File: src/tbac_params.svh
`ifndef TBAC_PARAMS_SVH
`define TBAC_PARAMS_SVH
// command codes on the decoded-command port
`define TBAC_CMD_REQ 3'h0
`define TBAC_CMD_WUP 3'h1
`define TBAC_CMD_SLOT 3'h2
`define TBAC_CMD_ATTR 3'h3
`define TBAC_CMD_HALT 3'h4
`define TBAC_CMD_DESEL 3'h5
// check-value generator
`define TBAC_CRC_PRESET 16'hFFFF
`define TBAC_CRC_POLY_REFL 16'h8408
`define TBAC_CRC_BITS 5'h10
// register value after data plus its own inverted check, reflected form
`define TBAC_CRC_RESIDUE 16'hF0B8
// random source
`define TBAC_LFSR_SEED 16'hACE1
`define TBAC_LFSR_TAPS 16'hB400
`endif

File: src/tbac_pkg.sv
package tbac_pkg;
  typedef enum logic [1:0] {TBAC_IDLE, TBAC_READY, TBAC_HALT, TBAC_ACTIVE} tbac_state_e;
  typedef logic [15:0] tbac_crc_t;
endpackage : tbac_pkg

File: src/tbac_core.sv
`timescale 1ns/100ps
`include "tbac_params.svh"
module tbac_core
(
  input wire logic clk,
  input wire logic arst_n,
  input wire logic rx_sof,
  input wire logic rx_bit_valid,
  input wire logic rx_bit,
  input wire logic rx_eof,
  input wire logic [2:0] cmd_code,
  input wire logic [3:0] cmd_n,
  input wire logic [3:0] cmd_slot,
  input wire logic cmd_afi_match,
  input wire logic cmd_pupi_match,
  input wire logic cmd_cid_match,
  input wire logic tx_start,
  input wire logic tx_bit_valid,
  input wire logic tx_bit,
  input wire logic tx_crc_go,
  output logic frame_ok,
  output logic frame_bad,
  output logic atqb_req,
  output logic attrib_ok,
  output logic deselect_ok,
  output logic [1:0] tag_state,
  output logic [3:0] slot_value,
  output logic tx_crc_bit,
  output logic tx_crc_busy
);
  tbac_pkg::tbac_state_e state_reg;
  logic [15:0] lfsr_reg;
  logic [3:0] n_reg;
  logic [15:0] rx_crc;
  logic rx_ok;
  logic [15:0] tx_crc;
  logic tx_sh_bit;
  logic [4:0] tx_cnt_reg;
  logic rx_open_reg;
  logic cmd_ok;
  logic enroll;
  logic [3:0] draw;
  logic [7:0] prod;

  tbac_crc u_rx_crc
  (
    .clk(clk),
    .arst_n(arst_n),
    .start(rx_sof),
    .bit_valid(rx_bit_valid),
    .bit_in(rx_bit),
    .load(1'b0),
    .shift(1'b0),
    .crc_reg(rx_crc),
    .tx_bit(),
    .ok(rx_ok)
  );

  tbac_crc u_tx_crc
  (
    .clk(clk),
    .arst_n(arst_n),
    .start(tx_start),
    .bit_valid(tx_bit_valid),
    .bit_in(tx_bit),
    .load(tx_crc_go),
    .shift(tx_cnt_reg != 5'h00),
    .crc_reg(tx_crc),
    .tx_bit(tx_sh_bit),
    .ok()
  );

  always_ff @(posedge clk or negedge arst_n)
  begin
    if (!arst_n)
      rx_open_reg <= 1'b0;
    else if (rx_sof)
      rx_open_reg <= 1'b1;
    else if (rx_eof)
      rx_open_reg <= 1'b0;
  end

  // command acts only at end of a frame whose check passed
  assign cmd_ok = rx_eof && rx_open_reg && rx_ok;

  always_ff @(posedge clk or negedge arst_n)
  begin
    if (!arst_n)
    begin
      frame_ok <= 1'b0;
      frame_bad <= 1'b0;
    end
    else
    begin
      frame_ok <= cmd_ok;
      frame_bad <= rx_eof && rx_open_reg && !rx_ok;
    end
  end

  // runs every cycle from reset, so draw time depends on reader timing
  always_ff @(posedge clk or negedge arst_n)
  begin
    if (!arst_n)
      lfsr_reg <= `TBAC_LFSR_SEED;
    else if (lfsr_reg[0])
      lfsr_reg <= (lfsr_reg >> 1) ^ `TBAC_LFSR_TAPS;
    else
      lfsr_reg <= lfsr_reg >> 1;
  end

  // scale random nibble into 1..N by multiply-high; no division needed
  always_comb
  begin
    // a random nibble times N keeps the high nibble inside 0..N-1
    prod = {4'h0, lfsr_reg[3:0]} * {4'h0, n_eff(cmd_n)};
    draw = prod[7:4] + 4'h1;
  end

  function automatic logic [3:0] n_eff(input logic [3:0] n);
    n_eff = (n == 4'h0) ? 4'h1 : n;
  endfunction : n_eff

  always_comb
  begin
    enroll = 1'b0;
    case (state_reg)
      tbac_pkg::TBAC_IDLE, tbac_pkg::TBAC_READY:
        enroll = (cmd_code == `TBAC_CMD_REQ) ||
                 (cmd_code == `TBAC_CMD_WUP && cmd_afi_match);
      tbac_pkg::TBAC_HALT:
        enroll = (cmd_code == `TBAC_CMD_WUP) && cmd_afi_match;
      default:
        enroll = 1'b0;
    endcase
  end

  always_ff @(posedge clk or negedge arst_n)
  begin
    if (!arst_n)
      state_reg <= tbac_pkg::TBAC_IDLE;
    else if (cmd_ok)
    begin
      case (state_reg)
        tbac_pkg::TBAC_IDLE, tbac_pkg::TBAC_HALT:
          if (enroll)
            state_reg <= tbac_pkg::TBAC_READY;
        tbac_pkg::TBAC_READY:
          if (cmd_code == `TBAC_CMD_HALT && cmd_pupi_match)
            state_reg <= tbac_pkg::TBAC_HALT;
          else if (cmd_code == `TBAC_CMD_ATTR && cmd_pupi_match)
            state_reg <= tbac_pkg::TBAC_ACTIVE;
        tbac_pkg::TBAC_ACTIVE:
          if (cmd_code == `TBAC_CMD_DESEL && cmd_cid_match)
            state_reg <= tbac_pkg::TBAC_HALT;
        default:
          state_reg <= tbac_pkg::TBAC_IDLE;
      endcase
    end
  end

  always_ff @(posedge clk or negedge arst_n)
  begin
    if (!arst_n)
    begin
      slot_value <= 4'h0;
      n_reg <= 4'h1;
    end
    else if (cmd_ok && enroll)
    begin
      n_reg <= n_eff(cmd_n);
      slot_value <= (n_eff(cmd_n) == 4'h1) ? 4'h1 : draw;
    end
  end

  always_ff @(posedge clk or negedge arst_n)
  begin
    if (!arst_n)
      atqb_req <= 1'b0;
    else if (cmd_ok && enroll)
      atqb_req <= (n_eff(cmd_n) == 4'h1) || (draw == 4'h1);
    else if (cmd_ok && state_reg == tbac_pkg::TBAC_READY && cmd_code == `TBAC_CMD_SLOT)
      atqb_req <= (cmd_slot == slot_value) && (slot_value != 4'h1);
    else
      atqb_req <= 1'b0;
  end

  always_ff @(posedge clk or negedge arst_n)
  begin
    if (!arst_n)
    begin
      attrib_ok <= 1'b0;
      deselect_ok <= 1'b0;
    end
    else
    begin
      attrib_ok <= cmd_ok && state_reg == tbac_pkg::TBAC_READY &&
                   cmd_code == `TBAC_CMD_ATTR && cmd_pupi_match;
      deselect_ok <= cmd_ok && state_reg == tbac_pkg::TBAC_ACTIVE &&
                     cmd_code == `TBAC_CMD_DESEL && cmd_cid_match;
    end
  end

  always_ff @(posedge clk or negedge arst_n)
  begin
    if (!arst_n)
      tag_state <= 2'h0;
    else
      tag_state <= state_reg;
  end

  always_ff @(posedge clk or negedge arst_n)
  begin
    if (!arst_n)
      tx_cnt_reg <= 5'h00;
    else if (tx_crc_go)
      tx_cnt_reg <= `TBAC_CRC_BITS;
    else if (tx_cnt_reg != 5'h00)
      tx_cnt_reg <= tx_cnt_reg - 5'h01;
  end

  always_ff @(posedge clk or negedge arst_n)
  begin
    if (!arst_n)
    begin
      tx_crc_bit <= 1'b0;
      tx_crc_busy <= 1'b0;
    end
    else
    begin
      tx_crc_bit <= tx_sh_bit;
      tx_crc_busy <= tx_cnt_reg != 5'h00;
    end
  end
endmodule : tbac_core

File: src/tbac_crc.sv
`timescale 1ns/100ps
`include "tbac_params.svh"
module tbac_crc
(
  input wire logic clk,
  input wire logic arst_n,
  input wire logic start,
  input wire logic bit_valid,
  input wire logic bit_in,
  input wire logic load,
  input wire logic shift,
  output tbac_pkg::tbac_crc_t crc_reg,
  output logic tx_bit,
  output logic ok
);
  tbac_pkg::tbac_crc_t crc_next;
  tbac_pkg::tbac_crc_t sh_reg;

  // reflected form: lsb-first bit stream, same polynomial
  always_comb
  begin
    crc_next = crc_reg >> 1;
    if (crc_reg[0] ^ bit_in)
    begin
      crc_next = crc_next ^ `TBAC_CRC_POLY_REFL;
    end
  end

  always_ff @(posedge clk or negedge arst_n)
  begin
    if (!arst_n)
      crc_reg <= `TBAC_CRC_PRESET;
    else if (start)
      crc_reg <= `TBAC_CRC_PRESET;
    else if (bit_valid)
      crc_reg <= crc_next;
  end

  always_ff @(posedge clk or negedge arst_n)
  begin
    if (!arst_n)
      sh_reg <= 16'h0000;
    else if (load)
      sh_reg <= ~crc_reg;
    else if (shift)
      sh_reg <= sh_reg >> 1;
  end

  assign tx_bit = sh_reg[0];
  // running over data plus received inverted check gives the fixed residue
  assign ok = (crc_reg == `TBAC_CRC_RESIDUE);
endmodule : tbac_crc

File: config.mk
export PLATFORM = sky130hd
export DESIGN_NAME = tbac_core
export DESIGN_NICKNAME = d
export VERILOG_FILES = /design/src/tbac_pkg.sv /design/src/tbac_core.sv /design/src/tbac_crc.sv
export VERILOG_INCLUDE_DIRS = /design/src
export SDC_FILE = /design/constraint.sdc
export NUM_CORES = 1
export LEC_CHECK = 0
export ABC_AREA = 1
export BUFFER_PORTS_ARGS = -buffer_cell sky130_fd_sc_hd__buf_2
export CAP_MARGIN = 5
export CORE_ASPECT_RATIO = 0.9
export CORE_MARGIN = 10
export CORE_UTILIZATION = 53
export DETAILED_ROUTE_END_ITERATION = 8
export GPL_TIMING_DRIVEN = 0
export PLACE_DENSITY = 0.8
export SKIP_LAST_GASP = 1
export SYNTH_ARGS = -nofsm -noshare
export SYNTH_HDL_FRONTEND = slang
export SYNTH_SLANG_ARGS = --single-unit
File: constraint.sdc
create_clock -name clk -period 3.4 [get_ports clk]
set_clock_uncertainty 0.05 [all_clocks]
set_input_delay 0.68 -clock clk [delete_from_list [all_inputs] [get_ports clk]]
set_output_delay 0.68 -clock clk [all_outputs]
set_load 0.005 [all_outputs]
[After elaboration in Yosys (flattened, before gate mapping)]
Cells that the tools add are included.
W data, S select, Z words.
Storage, ports and cells
  register bits: 85
  bits of input ports: 24
  output and inout bits: 13
  word-level logic and storage cells: 94
Operators by class
  $add $sub $neg: 2
  $mul: 1
  equal/unequal tests: 16
  multiplexer cells: 23
  bitwise operators: 6
  reductions and logical operators: 30
Operators by type and width (count)
  $mux W16: 9
  $eq A16 B16 Y1 const B: 1
  $logic_and A1 B1 Y1: 16
  $not A16 Y16: 1
  $mux W5: 2
  $eq A4 B1 Y1 const B: 2
  $mul A4 B4 Y8: 1
  $mux W2: 4
  $mux W4: 2
  $reduce_bool A2 Y1: 4
  $eq A3 B2 Y1 const B: 2
  $eq A3 B3 Y1 const B: 2
  $not A2 Y3: 2
  $pmux W2 S3: 1
  $reduce_bool A5 Y1: 1
  $sub A5 B1 Y5 const B: 1
  $add A4 B1 Y4 const B: 1
  $eq A2 B2 Y1 const B: 2
  $eq A4 B4 Y1: 1
  $logic_not A4 Y1: 1
  $mux W1: 4
  $ne A2 B2 Y1 const B: 2
  $ne A4 B1 Y1 const B: 1
  $not A3 Y4: 1
  11 further kinds: 14

[Logic depth before layout (Yosys ltp)]
Gate-level depths: netlist of run 1.
  depth after elaboration: 7
  mapped depth: 23
  depth with buffers taken out: 22

[Hierarchy]
Synthesis of run 1 repeated with hierarchy kept, for this count alone.
Unflattened totals
  cells, all modules: 549
  area total of the unflattened synthesis: 4994.8 µm²
Modules (own cells, without submodules)
  tbac_core: times used 1, cells each 221, area an instance 1973.1 µm², seq. area each 935.9 µm²
  tbac_crc at u_rx_crc: times used 1, cells each 165, area an instance 1527.7 µm², seq. area each 820.8 µm²
  tbac_crc at u_tx_crc: times used 1, cells each 163, area an instance 1493.9 µm², seq. area each 820.8 µm²

[Least setup slack after synthesis of run 1]
Ideal clock, no wire load.
  path type: in2reg
  start: in cmd_n[3]
  end: reg atqb_req
  setup time: 0.117 ns
  data arrival time: 3.159 ns
  data required time: 3.233 ns
  setup slack: 0.074 ns
  stages on the path: 20
  path buffers: 0
  cell sequence: nand2_1 > fa_1 > fa_1 > inv_1 > ha_1 > nand3_1 > nor2_1 > nand2_2 > nand2_2 > nand2_1 > nand2_2 > inv_1 > ha_1 > nand3b_1 > nand2_1 > nor2_1 > nand2_1 > nand2_1 > nand2_1 > nand2_1
Between the ends
  cells in the longest elaborated chain, start to end: 7
  elaborated cells between the ends (all ways): 8
  classes of those cells: add/sub: 1; mul: 1; eq/ne: 2; mux: 2; reduce/logical: 2
RTL lines
  from (decl): RTL line tbac_core.sv:12  | input wire logic [3:0] cmd_n,
  $logic_not A4 Y1: RTL line tbac_core.sv:120  | n_eff = (n == 4'h0) ? 4'h1 : n;
  $mux W4 *: RTL line tbac_core.sv:120
  $mul A4 B4 Y8: RTL line tbac_core.sv:115  | prod = {4'h0, lfsr_reg[3:0]} * {4'h0, n_eff(cmd_n)};
  $add A4 B1 Y4: RTL line tbac_core.sv:116  | draw = prod[7:4] + 4'h1;
  $eq A4 B1 Y1: RTL line tbac_core.sv:180  | atqb_req <= (n_eff(cmd_n) == 4'h1) || (draw == 4'h1);
  $logic_or A1 B1 Y1 *: RTL line tbac_core.sv:180
  $mux W1 *: RTL line tbac_core.sv:179  | else if (cmd_ok && enroll)
  to (signal assigned): RTL line tbac_core.sv:180
  to (signal assigned): RTL line tbac_core.sv:182  | atqb_req <= (cmd_slot == slot_value) && (slot_value != 4'h1);
  to (decl): RTL line tbac_core.sv:23  | output logic atqb_req,
Mark *: on every way between the ends. The rest lies on a longest branch, timed or not.
A chain may end at the register's enable or synchronous reset.

[Worst setup path in the final report of run 1]
  start: reg lfsr_reg[0]
  end: reg atqb_req
Between the ends
  cells in the longest elaborated chain, start to end: 5
RTL lines
  from (decl): RTL line tbac_core.sv:32  | logic [15:0] lfsr_reg;
  from (signal assigned): RTL line tbac_core.sv:104  | lfsr_reg <= `TBAC_LFSR_SEED;
  from (signal assigned): RTL line tbac_core.sv:106  | lfsr_reg <= (lfsr_reg >> 1) ^ `TBAC_LFSR_TAPS;
  from (signal assigned): RTL line tbac_core.sv:108  | lfsr_reg <= lfsr_reg >> 1;
  $mul A4 B4 Y8: RTL line tbac_core.sv:115
  $add A4 B1 Y4: RTL line tbac_core.sv:116
  $eq A4 B1 Y1: RTL line tbac_core.sv:180
  $logic_or A1 B1 Y1: RTL line tbac_core.sv:180
  $mux W1: RTL line tbac_core.sv:179
No other way between the ends.

==> metrics.md, run 1 <==
| Metric | Value |
|---|---|
| Post-Syn Instances | `~430` |
| CP top delay family | `adder cells` |
| Yosys warnings | `0` |
| Top Ports | `37` |
| Fillers | `between 600 and 700` |
| Std-Cell Rows | `30` |
| Compound-cell area share of the yosys netlist | `13.2%` |
| Crit path max-delay cell type | `dfstp_2` |
| RR Endpoint | `atqb_req$_DFF_PN0_` |
| Number of hold buffers added after CTS | `0` |
| Area of the multi-input gates | `0.00161 mm^2` |
| Critical Path Max Stage Delay | `0.56 ns` |
| Drt initial violations | `196` |
| Synth Area in Adders | `5.75%` |
| Simple-gate share of the synthesized area | `between 10% and 20%` |
| Layout cells sized above 1 | `~28%` |
| CP Max Fanout | `3` |
| DRT Wirelength | `7.86 mm` |
| Total power | `0.00205 W` |
| R2R depth | `20` |
| Top cells by count, synth | `78 x nand2_1, 71 x inv_1, 45 x dfrtp_1` |
| Arrival time worst endpoint | `about 3.4 ns` |
| Via density | `~5.3` |
| Routed vias | `a little over 3k` |
| Leakage power figure | `~2.5 nW` |
| Placed instance area | `~0.0044 mm^2` |
| Mapped Nets | `472` |
| Share of the synthesized area in the top cell type | `27.5%` |
| Tot GR Track Use | `about 15%` |
| Pwr dens | `between 400 and 500 mW/mm^2` |
| Antenna violations before repair | `0` |
| Via count of the first global-routing pass | `roughly 3.2k` |
| Crit start category | `flip-flop` |
| WP buf/inv | `2` |
| Post-DP HPWL | `between 5 and 6 mm` |
| DRT antenna net count | `0` |
| Crit path required time | `between 3 and 4 ns` |
| FF/Latch Area | `around 0.0022 mm^2` |
| Port Buffers | `36` |
| Post-layout minimum cycle time | `roughly 3.2 ns` |
| Die Area | `~0.012 mm^2` |
| Clock sink count | `between 80 and 90` |
| Final Slew Violations | `0` |
| Rel. slew slack | `~70%` |
| Mux contribution to synthesized area | `0%` |
| Post-synthesis register bit count | `85` |
| Diodes inserted | `0` |
| Clk_lat worst skew | `0.35 ns` |
| CTS tree | `done` |
| R2R Path Start | `lfsr_reg[0]$_DFF_PN1_` |
| Post-synthesis sequential area ratio | `53.2%` |
| Final nets | `roughly 520` |
| Global placer's final weighted congestion | `roughly 0.81` |
| Cell taking the most area after synthesis | `dfrtp_1` |
| Kind of critical path | `flip-flop to flip-flop` |
| Initial Utilization | `a little over half` |
| Hold Fails Final Rpt | `0` |
| Hold WC Path Type | `input port to asynchronous set/reset pin` |
| Core region area | `about 0.0075 mm^2` |
| Fmax | `310 MHz` |
| Max Buffers Root-to-Sink | `2` |
| Peak VDD IR | `approximately 360 uV` |
| Width of the die | `around 110 um` |
| Post-Syn Area | `approximately 0.0041 mm^2` |
| Worst setup EP type | `flip-flop` |
| Post-synth EDFFs | `0` |
| Top-count cell post-synth | `nand2_1` |
| Pin count of the biggest net entering global routing | `between 70 and 80` |
| Post-layout util | `about three fifths` |
| Fin crit share | `94.8%` |
| Crit path cell chain | `nand2_2, fa_1, fa_1, inv_2, ha_4, nand3_2, nor2_2, nand2_2, nand2_2, nand2_2, nand2_2, inv_2, ha_2, nand3b_1, nand2_1, nor2_1, nand2_1, nand2_1, nand2_1, nand2_1` |
| GRT overflow | `0` |
| Num CTS Buffers | `9` |
| H-tree depth | `3` |
| Synth unique cells | `47` |
| Measured slew at the worst slew-check pin | `0.473 ns` |
| Outcome | `finished clean` |
| Global-route wire length before repair | `around 14 mm` |
| RSZ-0062 raised after global routing | `true` |
| Mean Syn Cell Area | `~9.5 um^2` |
| Main combinational cell family by area after synthesis | `simple AND/OR/NAND/NOR gates` |
| Post-Synth XOR/XNOR Area | `2.33%` |
| Final setup fails | `0` |
| Pre-antenna DRT Iters | `4` |
| Share of flip-flops with an asynchronous set or reset | `between 90% and 100%` |
| Die height | `103 um` |
| Max Cap Viol | `0` |
| Synth area leaders | `dfrtp_1 28%, dfstp_2 26%, nand2_1 7.2%, inv_1 6.5%, a22oi_1 4.8%` |
| Final routed DRC violation total | `0` |
| Clock root buffer master | `clkbuf_8` |
| Worst R2R Setup Slack | `0.18 ns` |
| DR WL/cell | `approximately 13 um` |
| Layout area overhead | `13.6%` |
| Hold_ws | `about 0.13 ns` |
| Synth Flop Type | `dfrtp_1` |
| Clock transition at path regs | `~0.090 ns` |
| Post-route cell area | `roughly 0.0046 mm^2` |
## final cells by class
cell class | instances | share of cell area [%]
Sequential cell | 85 | 46.9
Inverter | 74 | 5.98
Clock inverter | 5 | 0.781
Buffer | 9 | 0.781
Clock buffer | 11 | 3.05
Tap cell | 96 | 2.59
Timing Repair Buffer | 41 | 5.17
Multi-Input combinational cell | 262 | 34.8
## logic make-up after synthesis
group | Yosys count
AO/OA/AOI/OAI | 80
XOR/XNOR | 10
adder cells (fa/ha/maj) | 17
buffers and inverters | 84
flip-flops | 85
AND/OR/NAND/NOR | 155
## power breakdown
group	switching, W	total (W)	leakage (nW)	internal (W)
Sequential	0.0000489	0.00115	0.998	0.00110
Combinational	0.000166	0.000267	1.37	0.000100
Clock	0.000347	0.000635	0.0898	0.000287
## how the worst max path moves through the flow
stage | from | end | slack, ns | depth (start not counted)
final | lfsr_reg[0]$_DFF_PN1_ | atqb_req$_DFF_PN0_ | 0.18 | 20
after global routing | lfsr_reg[0]$_DFF_PN1_ | atqb_req$_DFF_PN0_ | -0.004 | 20
after CTS | lfsr_reg[0]$_DFF_PN1_ | atqb_req$_DFF_PN0_ | 0.01 | 21
after detailed placement | cmd_n[3] | atqb_req$_DFF_PN0_ | -0.31 | 21
after global placement | cmd_n[3] | atqb_req$_DFF_PN0_ | -0.23 | 21
after floorplan | cmd_n[3] | atqb_req$_DFF_PN0_ | 0.07 | 20
## layout by cell type (no fill, tap or decap), drive strengths merged, types with 2 or more instances in the layout
cell type  Yosys  layout
a21oi         11      11
nand3b         2       2
nand4         13      13
a21boi         2       2
nor3           2       2
clkbuf         7      18
clkinv         1       4
dfstp         40      40
a22oi         26      26
nand2         87      87
o21ai         17      17
a31oi         12      12
or2            2       2
xnor2          2       2
nor2          35      35
a211o          2       2
inv           73      74
ha            14      14
dfrtp         45      45
fa             3       3
xor2           8       8
nand3         13      13
buf            3      43
## through the flow
| step | instances | setup slack [ns] | TNS [ns] |
|---|---|---|---|
| 2_1_floorplan | 431 | 0.0745 | 0 |
| 5_1_grt | 583 | -0.00430 | -0.00430 |
| 4_1_cts | 583 | 0.00986 | 0 |
| 3_3_place_gp | 563 | -0.226 | -0.347 |
| 3_5_place_dp | 564 | -0.313 | -0.571 |
| 6_report | 583 | 0.176 | 0 |
## timing repair
item / in CTS / in global routing
pin swaps: 7 / 10
gates resized for setup: 1 / 7
setup buffers: 3 / 1
setup endpoints to repair: 1 / 2
## layer usage
metal	track usage [%]	vias to the layer above	routed length, um
met5	0	-	0
met4	5.56	0	106
met3	4.15	11	336
met2	22.9	61	3670
met1	19.1	1498	3740
li1	-	1523	-
Note: power is estimated with default switching activity, not from simulation.
==> inputs of run 2 (changes only) <==
Settings changed: SETUP_SLACK_MARGIN set to 0.3.
==> run 2 against run 1 <==
Cell count grew 0.51%. Wire length is essentially flat. Die area is the same. Sequential share of layout area shrank 0.81 points. Count of clock-buffer cells in the layout shrank 1. Sequential power is essentially flat. Register-to-register slack lost 0.04 ns. Fmax shrank 1.1%. Critical endpoint unchanged. Global-route usage shrank 0.30 points.
==> metrics.md, run 2 (same netlist as run 1, synthesis figures left out) <==
| Metric | Value |
|---|---|
| Post-DP HPWL | `5.71 mm (-3.2%)` |
| Kind of critical path | `flip-flop to flip-flop` |
| RSZ-0062 raised after global routing | `true` |
| Port Buffers | `36 (unchanged)` |
| Die height | `103 um (unchanged)` |
| RR Endpoint | `atqb_req$_DFF_PN0_` |
| Via count of the first global-routing pass | `3089 (-2.0%)` |
| Switch Pwr | `0.000574 W (+2.0%)` |
| Max Cap Viol | `0 (unchanged)` |
| Critical Path Max Stage Delay | `0.55 ns (about the same)` |
| Crit path cell chain | `buf_6, nand2_2, fa_1, fa_1, inv_2, ha_4, nand3_2, nor2_2, nand2_2, nand2_2, nand2_2, nand2_2, inv_2, ha_4, nand3b_1, nand2_1, nor2_1, nand2_1, nand2_1, nand2_1, nand2_1` |
| Post-layout util | `62.6% (+1.1 points)` |
| DRT antenna net count | `0 (unchanged)` |
| Arrival time worst endpoint | `3.46 ns (+0.04 ns)` |
| Final Slew Violations | `0 (unchanged)` |
| Num CTS Buffers | `9 (unchanged)` |
| Die Area | `0.0116 mm^2 (unchanged)` |
| Fmax | `307 MHz (-1.1%)` |
| Outcome | `finished clean` |
| Rel. slew slack | `66.5% (-2.0 points)` |
| Core region area | `0.00754 mm^2 (unchanged)` |
| Inst Count DP | `564 (unchanged)` |
| Most frequent cells in the layout | `71 x nand2_1, 66 x inv_1, 45 x dfrtp_1` |
| Pwr dens | `453 mW/mm^2 (+2.5%)` |
| Max Buffers Root-to-Sink | `2 (unchanged)` |
| Global placer's final weighted congestion | `0.793 (-2.4%)` |
| Antenna violations before repair | `0 (unchanged)` |
| Hold WC Path Type | `input port to asynchronous set/reset pin` |
| Hold Fails Final Rpt | `0 (unchanged)` |
| Clk_lat worst skew | `0.36 ns (about the same)` |
| Total power | `0.00214 W (+4.2%)` |
| Std-Cell Rows | `30 (unchanged)` |
| Leakage power figure | `2.48 nW (+0.99%)` |
| Clock transition at path regs | `0.09 ns (about the same)` |
| Diodes inserted | `0 (unchanged)` |
| R2R depth | `21 (+5.0%)` |
| Crit path required time | `3.60 ns (about the same)` |
| DR WL/cell | `13.4 um (-0.59%)` |
| CTS tree | `done` |
| Fin crit share | `95.9% (+1.1 points)` |
| Tot GR Track Use | `14.4% (-0.30 points)` |
| Post-layout minimum cycle time | `3.26 ns (+0.0360 ns)` |
| Final nets | `526 (+0.57%)` |
| Worst setup EP type | `flip-flop` |
| Width of the die | `113 um (unchanged)` |
| Worst R2R Setup Slack | `0.14 ns (-0.04 ns)` |
| WP buf/inv | `3 (+1)` |
| DRT Wirelength | `7.85 mm (about the same)` |
| GRT overflow | `0 (unchanged)` |
| Initial Utilization | `54.2% (unchanged)` |
| Crit start category | `flip-flop` |
| Post-Layout Cell Count | `586 (+0.51%)` |
| Final routed DRC violation total | `0 (unchanged)` |
| Layout cells sized above 1 | `29.8% (+2.3 points)` |
| Commonest non-fill, non-tap cell in the layout | `nand2_1` |
| Combinational share of power | `12.3% (-0.7 points)` |
| Via density | `5.15 (-2.9%)` |
| Drt initial violations | `138 (-30%)` |
| Fillers | `613 (-4.4%)` |
| Global-route wire length before repair | `13.8 mm (-3.4%)` |
| Clock root buffer master | `clkbuf_8` |
| Clock sink count | `85 (unchanged)` |
| CP Max Fanout | `2 (-1)` |
| Layout area overhead | `15.5%` |
| Pin count of the biggest net entering global routing | `47 (-35%)` |
| R2R Path Start | `lfsr_reg[0]$_DFF_PN1_` |
| Int Pwr | `0.00156 W (+5.1%)` |
| CP top delay family | `adder cells` |
| Final setup fails | `0 (unchanged)` |
| Peak VDD IR | `300 uV (-16%)` |
| Net Sw Frac | `26.8% (-0.59 points)` |
| Top Ports | `37 (unchanged)` |
| Routed vias | `3020 (-2.4%)` |
| Crit path max-delay cell type | `dfstp_2` |
| Seq pwr share | `53.7% (-2.4 points)` |
| Measured slew at the worst slew-check pin | `0.503 ns (+0.0295 ns)` |
| Pre-antenna DRT Iters | `5 (+1)` |
| H-tree depth | `3 (unchanged)` |
| Clk pwr share | `34.0% (+3.1 points)` |
## run 2: cell count changes in the layout (fill, tap and decap cells not counted), sizes merged
cell      change
inv           +1
bufinv        +1
clkinvlp      +2
clkbuf        -1
clkinv        -3
buf           +3
## run 2: layout make-up
cell class	instances	area, um^2	area share [%]
buffer	10	47.5	1.01
clock buffer	10	138	2.91
clock inverter	6	70.1	1.48
inverter	74	278	5.88
multi-input combinational	262	1650	34.9
sequential	85	2180	46.1
tap	96	120	2.54
timing repair buffer	43	248	5.24
## run 2: how the worst max path moves through the flow
stage                                      from                 end  slack (ns)  cells after the start
after detailed placement               cmd_n[1]  atqb_req$_DFF_PN0_       -0.19                     21
final                     lfsr_reg[0]$_DFF_PN1_  atqb_req$_DFF_PN0_        0.14                     21
after floorplan                        cmd_n[1]  atqb_req$_DFF_PN0_        0.20                     20
after CTS                 lfsr_reg[0]$_DFF_PN1_  atqb_req$_DFF_PN0_        0.09                     21
after global placement                 cmd_n[1]  atqb_req$_DFF_PN0_       -0.16                     21
after global routing      lfsr_reg[0]$_DFF_PN1_  atqb_req$_DFF_PN0_       -0.07                     21
## run 2: repair_timing
action | CTS | global route
setup buffers | 6 | 0
pin swaps | 12 | 8
setup endpoints to repair | 3 | 4
hold buffers | 0 | 0
gates resized for setup | 5 | 9
## run 2: power groups by stage
stage / combinational, W / clock (W) / sequential [W]
final: 0.000263 / 0.000726 / 0.00115
after global routing: 0.000306 / 0.000797 / 0.00116
after CTS: 0.000267 / 0.000753 / 0.00115
after detailed placement: 0.000266 / 0 / 0.00117
after global placement: 0.000252 / 0 / 0.00116
after floorplan: 0.000179 / 0 / 0.00116
## run 2: metrics by stage
stage                     cell area [um^2]  setup slack, ns  hold slack, ns  TNS, ns
after floorplan                       4110            0.195           0.281        0
after global placement                4410           -0.165           0.285   -0.165
after detailed placement              4430           -0.192           0.291   -0.240
after CTS                             4710           0.0936           0.244        0
after global routing                  4720          -0.0707           0.261  -0.0707
final                                 4720            0.139           0.236        0
## run 2: worst register-to-register path: stages, from the launching register on
cell and delay, ns:
dfstp_2 0.55, buf_6 0.09, nand2_2 0.05, fa_1 0.47, fa_1 0.51, inv_2 0.05
ha_4 0.27, nand3_2 0.06, nor2_2 0.10, nand2_2 0.08, nand2_2 0.08, nand2_2 0.06
nand2_2 0.07, inv_2 0.05, ha_4 0.15, nand3b_1 0.14, nand2_1 0.09, nor2_1 0.04
nand2_1 0.05, nand2_1 0.05, nand2_1 0.06, nand2_1 0.06
## run 2: per-layer routing
| metal | vias up | wire length (um) | track usage, % |
|---|---|---|---|
| met4 | 0 | 77 | 5.65 |
| met2 | 53 | 3810 | 23.6 |
| li1 | 1518 | - | - |
| met1 | 1444 | 3610 | 17.5 |
| met5 | - | 0 | 0 |
| met3 | 5 | 355 | 4.38 |
==> inputs of run 3 (changes only) <==
Settings changed: ABC_AREA 1 to unset, CORE_UTILIZATION 53 to 55, PLACE_DENSITY 0.8 to 0.82, SYNTH_HIERARCHICAL set to 1.
==> run 3 against run 2 <==
Sequential cell count stayed put. Total power grew 13%. The run now ends with setup timing left. Hold slack worse by 0.075 ns. Critical path depth shrank 5. Synthesized cell count decreased by 19%. Critical path type unchanged. Clock power rose by 21%. Wire length rose by 6.3%. Cell count is 15% lower. Sequential power is essentially flat. Die area fell by 0.24%. First-iteration DRC count fell by 49%. Design area increased by 4.9%.
==> metrics.md, run 3 <==
| Metric | Value |
|---|---|
| Outcome | `finished with violations` |
| Failing checks | `setup timing` |
| Arrival time worst endpoint | `4.05 ns (+0.59 ns)` |
| Final Slew Violations | `0 (unchanged)` |
| Clock transition at path regs | `0.09 ns (about the same)` |
| Pre-antenna DRT Iters | `4 (-1)` |
| CP Max Fanout | `3 (+1)` |
| Worst setup EP type | `flip-flop` |
| Port Buffers | `35 (-2.8%)` |
| H-tree depth | `3 (unchanged)` |
| Tot GR Track Use | `14.9% (+0.56 points)` |
| Via density | `5.60 (+8.7%)` |
| Measured slew at the worst slew-check pin | `0.765 ns (+0.262 ns)` |
| Yosys warnings | `6 (+6)` |
| Drt initial violations | `70 (-49%)` |
| CTS tree | `done` |
| Area of the multi-input gates | `0.00201 mm^2 (+22%)` |
| Clock sink count | `85 (unchanged)` |
| Setup TNS | `-0.541 ns (-0.541 ns)` |
| DR WL/cell | `16.7 um (+25%)` |
| Placement Setup Slack | `-0.898 ns (-0.706 ns)` |
| Layout cells sized above 1 | `34.2% (+4.4 points)` |
| Max Buffers Root-to-Sink | `2 (unchanged)` |
| Final routed DRC violation total | `0 (unchanged)` |
| Top Ports | `37 (unchanged)` |
| Mean Syn Cell Area | `12.2 um^2 (+29%)` |
| Antenna violations before repair | `0 (unchanged)` |
| GRT overflow | `0 (unchanged)` |
| DRT antenna net count | `0 (unchanged)` |
| Most frequent cells in the layout | `45 x dfrtp_1, 43 x buf_2, 40 x dfstp_2` |
| Die Area | `0.0116 mm^2 (-0.24%)` |
| Via count of the first global-routing pass | `2961 (-4.1%)` |
| Leakage power figure | `2.40 nW (-2.9%)` |
| Post-Syn Instances | `347 (-19%)` |
| Post-DP HPWL | `5.75 mm (+0.83%)` |
| Mapped Nets | `388 (-18%)` |
| Initial Utilization | `56.3% (+2.2 points)` |
| Commonest non-fill, non-tap cell in the layout | `dfrtp_1` |
| Final nets | `440 (-16%)` |
| Hold WC Path Type | `input port to asynchronous set/reset pin` |
| Final worst slack | `-0.408 ns (-0.548 ns)` |
| Final setup fails | `2 (+2)` |
| Kind of critical path | `flip-flop to flip-flop` |
| Crit start category | `flip-flop` |
| Width of the die | `112 um (-0.12%)` |
| Peak VDD IR | `302 uV (+0.56%)` |
| Crit path required time | `3.64 ns (+0.04 ns)` |
| Std-Cell Rows | `30 (unchanged)` |
| Pin count of the biggest net entering global routing | `65 (+38%)` |
| Rel. slew slack | `48.3% (-18 points)` |
| RSZ-0062 raised after global routing | `true` |
| Global placer's final weighted congestion | `0.841 (+6.1%)` |
| Die height | `103 um (-0.12%)` |
| Core region area | `0.00751 mm^2 (-0.50%)` |
| Clk_lat worst skew | `0.35 ns (about the same)` |
| Max Cap Viol | `0 (unchanged)` |
| Routed vias | `2801 (-7.3%)` |
| Post-layout minimum cycle time | `3.81 ns (+0.548 ns)` |
| Global-route wire length before repair | `14.3 mm (+3.6%)` |
| Num CTS Buffers | `9 (unchanged)` |
| Clock root buffer master | `clkbuf_8` |
| Layout area overhead | `17.2%` |
| Fin crit share | `112% (+16 points)` |
| Post-Syn Area | `0.00423 mm^2 (+3.5%)` |
| FF/Latch Area | `0.00218 mm^2 (unchanged)` |
| DRT Wirelength | `8.34 mm (+6.3%)` |
| Fillers | `557 (-9.1%)` |
| Hold Fails Final Rpt | `0 (unchanged)` |
| Fmax | `263 MHz (-14%)` |
| Diodes inserted | `0 (unchanged)` |
| Pwr dens | `489 mW/mm^2 (+8.0%)` |
run 3: through the flow:
step / cell area (um^2) / util, % / instances / total power, W / hold WS (ns)
5_1_grt: 4960 / 66.0 / 500 / 0.00254 / 0.158
3_3_place_gp: 4560 / 60.8 / 478 / 0.00154 / 0.287
2_1_floorplan: 4270 / - / 347 / 0.00144 / 0.281
4_1_cts: 4890 / 65.2 / 499 / 0.00245 / 0.151
3_5_place_dp: 4590 / 61.2 / 479 / 0.00156 / 0.288
6_report: 4960 / 66.0 / 500 / 0.00242 / 0.161
run 3: metal layers:
| metal | vias up | track usage, % | wire length [um] |
|---|---|---|---|
| li1 | 1335 | - | - |
| met1 | 1411 | 18.4 | 3650 |
| met2 | 37 | 24.7 | 4190 |
| met3 | 18 | 4.27 | 309 |
| met4 | 0 | 5.56 | 192 |
| met5 | - | 0 | 0 |
run 3: layout make-up:
class | count | area share (%)
clock inverters | 6 | 2.40
plain buffers | 17 | 1.89
well taps | 96 | 2.42
clock buffers | 10 | 2.78
inverters | 15 | 1.14
flip-flops and latches | 85 | 43.9
repair buffers | 41 | 4.90
multi-input cells | 230 | 40.5
run 3: critical path, stage by stage, from the launching register on:
cell,delay (ns)
dfstp_2,0.55
buf_6,0.10
nand2_2,0.05
fa_1,0.48
fa_2,0.57
inv_2,0.04
ha_4,0.26
and4_4,0.23
a22o_4,0.15
nor2_4,0.04
xnor2_2,0.13
ha_2,0.20
xnor2_2,0.14
nand2b_4,0.15
mux2_4,0.26
a2111o_1,0.29
nand3_1,0.08
run 3: where the power goes:
part | internal [W] | total [W] | switching (W)
Clock | 0.000516 | 0.000880 | 0.000364
Sequential | 0.00112 | 0.00118 | 0.0000623
Combinational | 0.000177 | 0.000361 | 0.000184
Total | 0.00181 | 0.00242 | 0.000610
run 3: what timing repair did:
item	CTS	global route
hold buffers	0	0
setup endpoints to repair	4	5
gates resized for setup	4	9
pin swaps	8	6
setup buffers	4	1
run 3: worst paths after layout:
kind,cells after the start,slack [ns],end,startpoint
max in group asynchronous,2,2.50,u_rx_crc/crc_reg[13]$_DFFE_PN1P_,arst_n
worst min-delay path,1,0.16,tx_cnt_reg[2]$_DFFE_PN0P_,arst_n
worst max-delay path,16,-0.41,atqb_req$_DFF_PN0_,lfsr_reg[0]$_DFF_PN1_
min in group clk,0,0.31,lfsr_reg[11]$_DFF_PN1_,lfsr_reg[12]$_DFF_PN0_
worst min register to register,0,0.31,lfsr_reg[11]$_DFF_PN1_,lfsr_reg[12]$_DFF_PN0_
worst max register to register,16,-0.41,atqb_req$_DFF_PN0_,lfsr_reg[0]$_DFF_PN1_
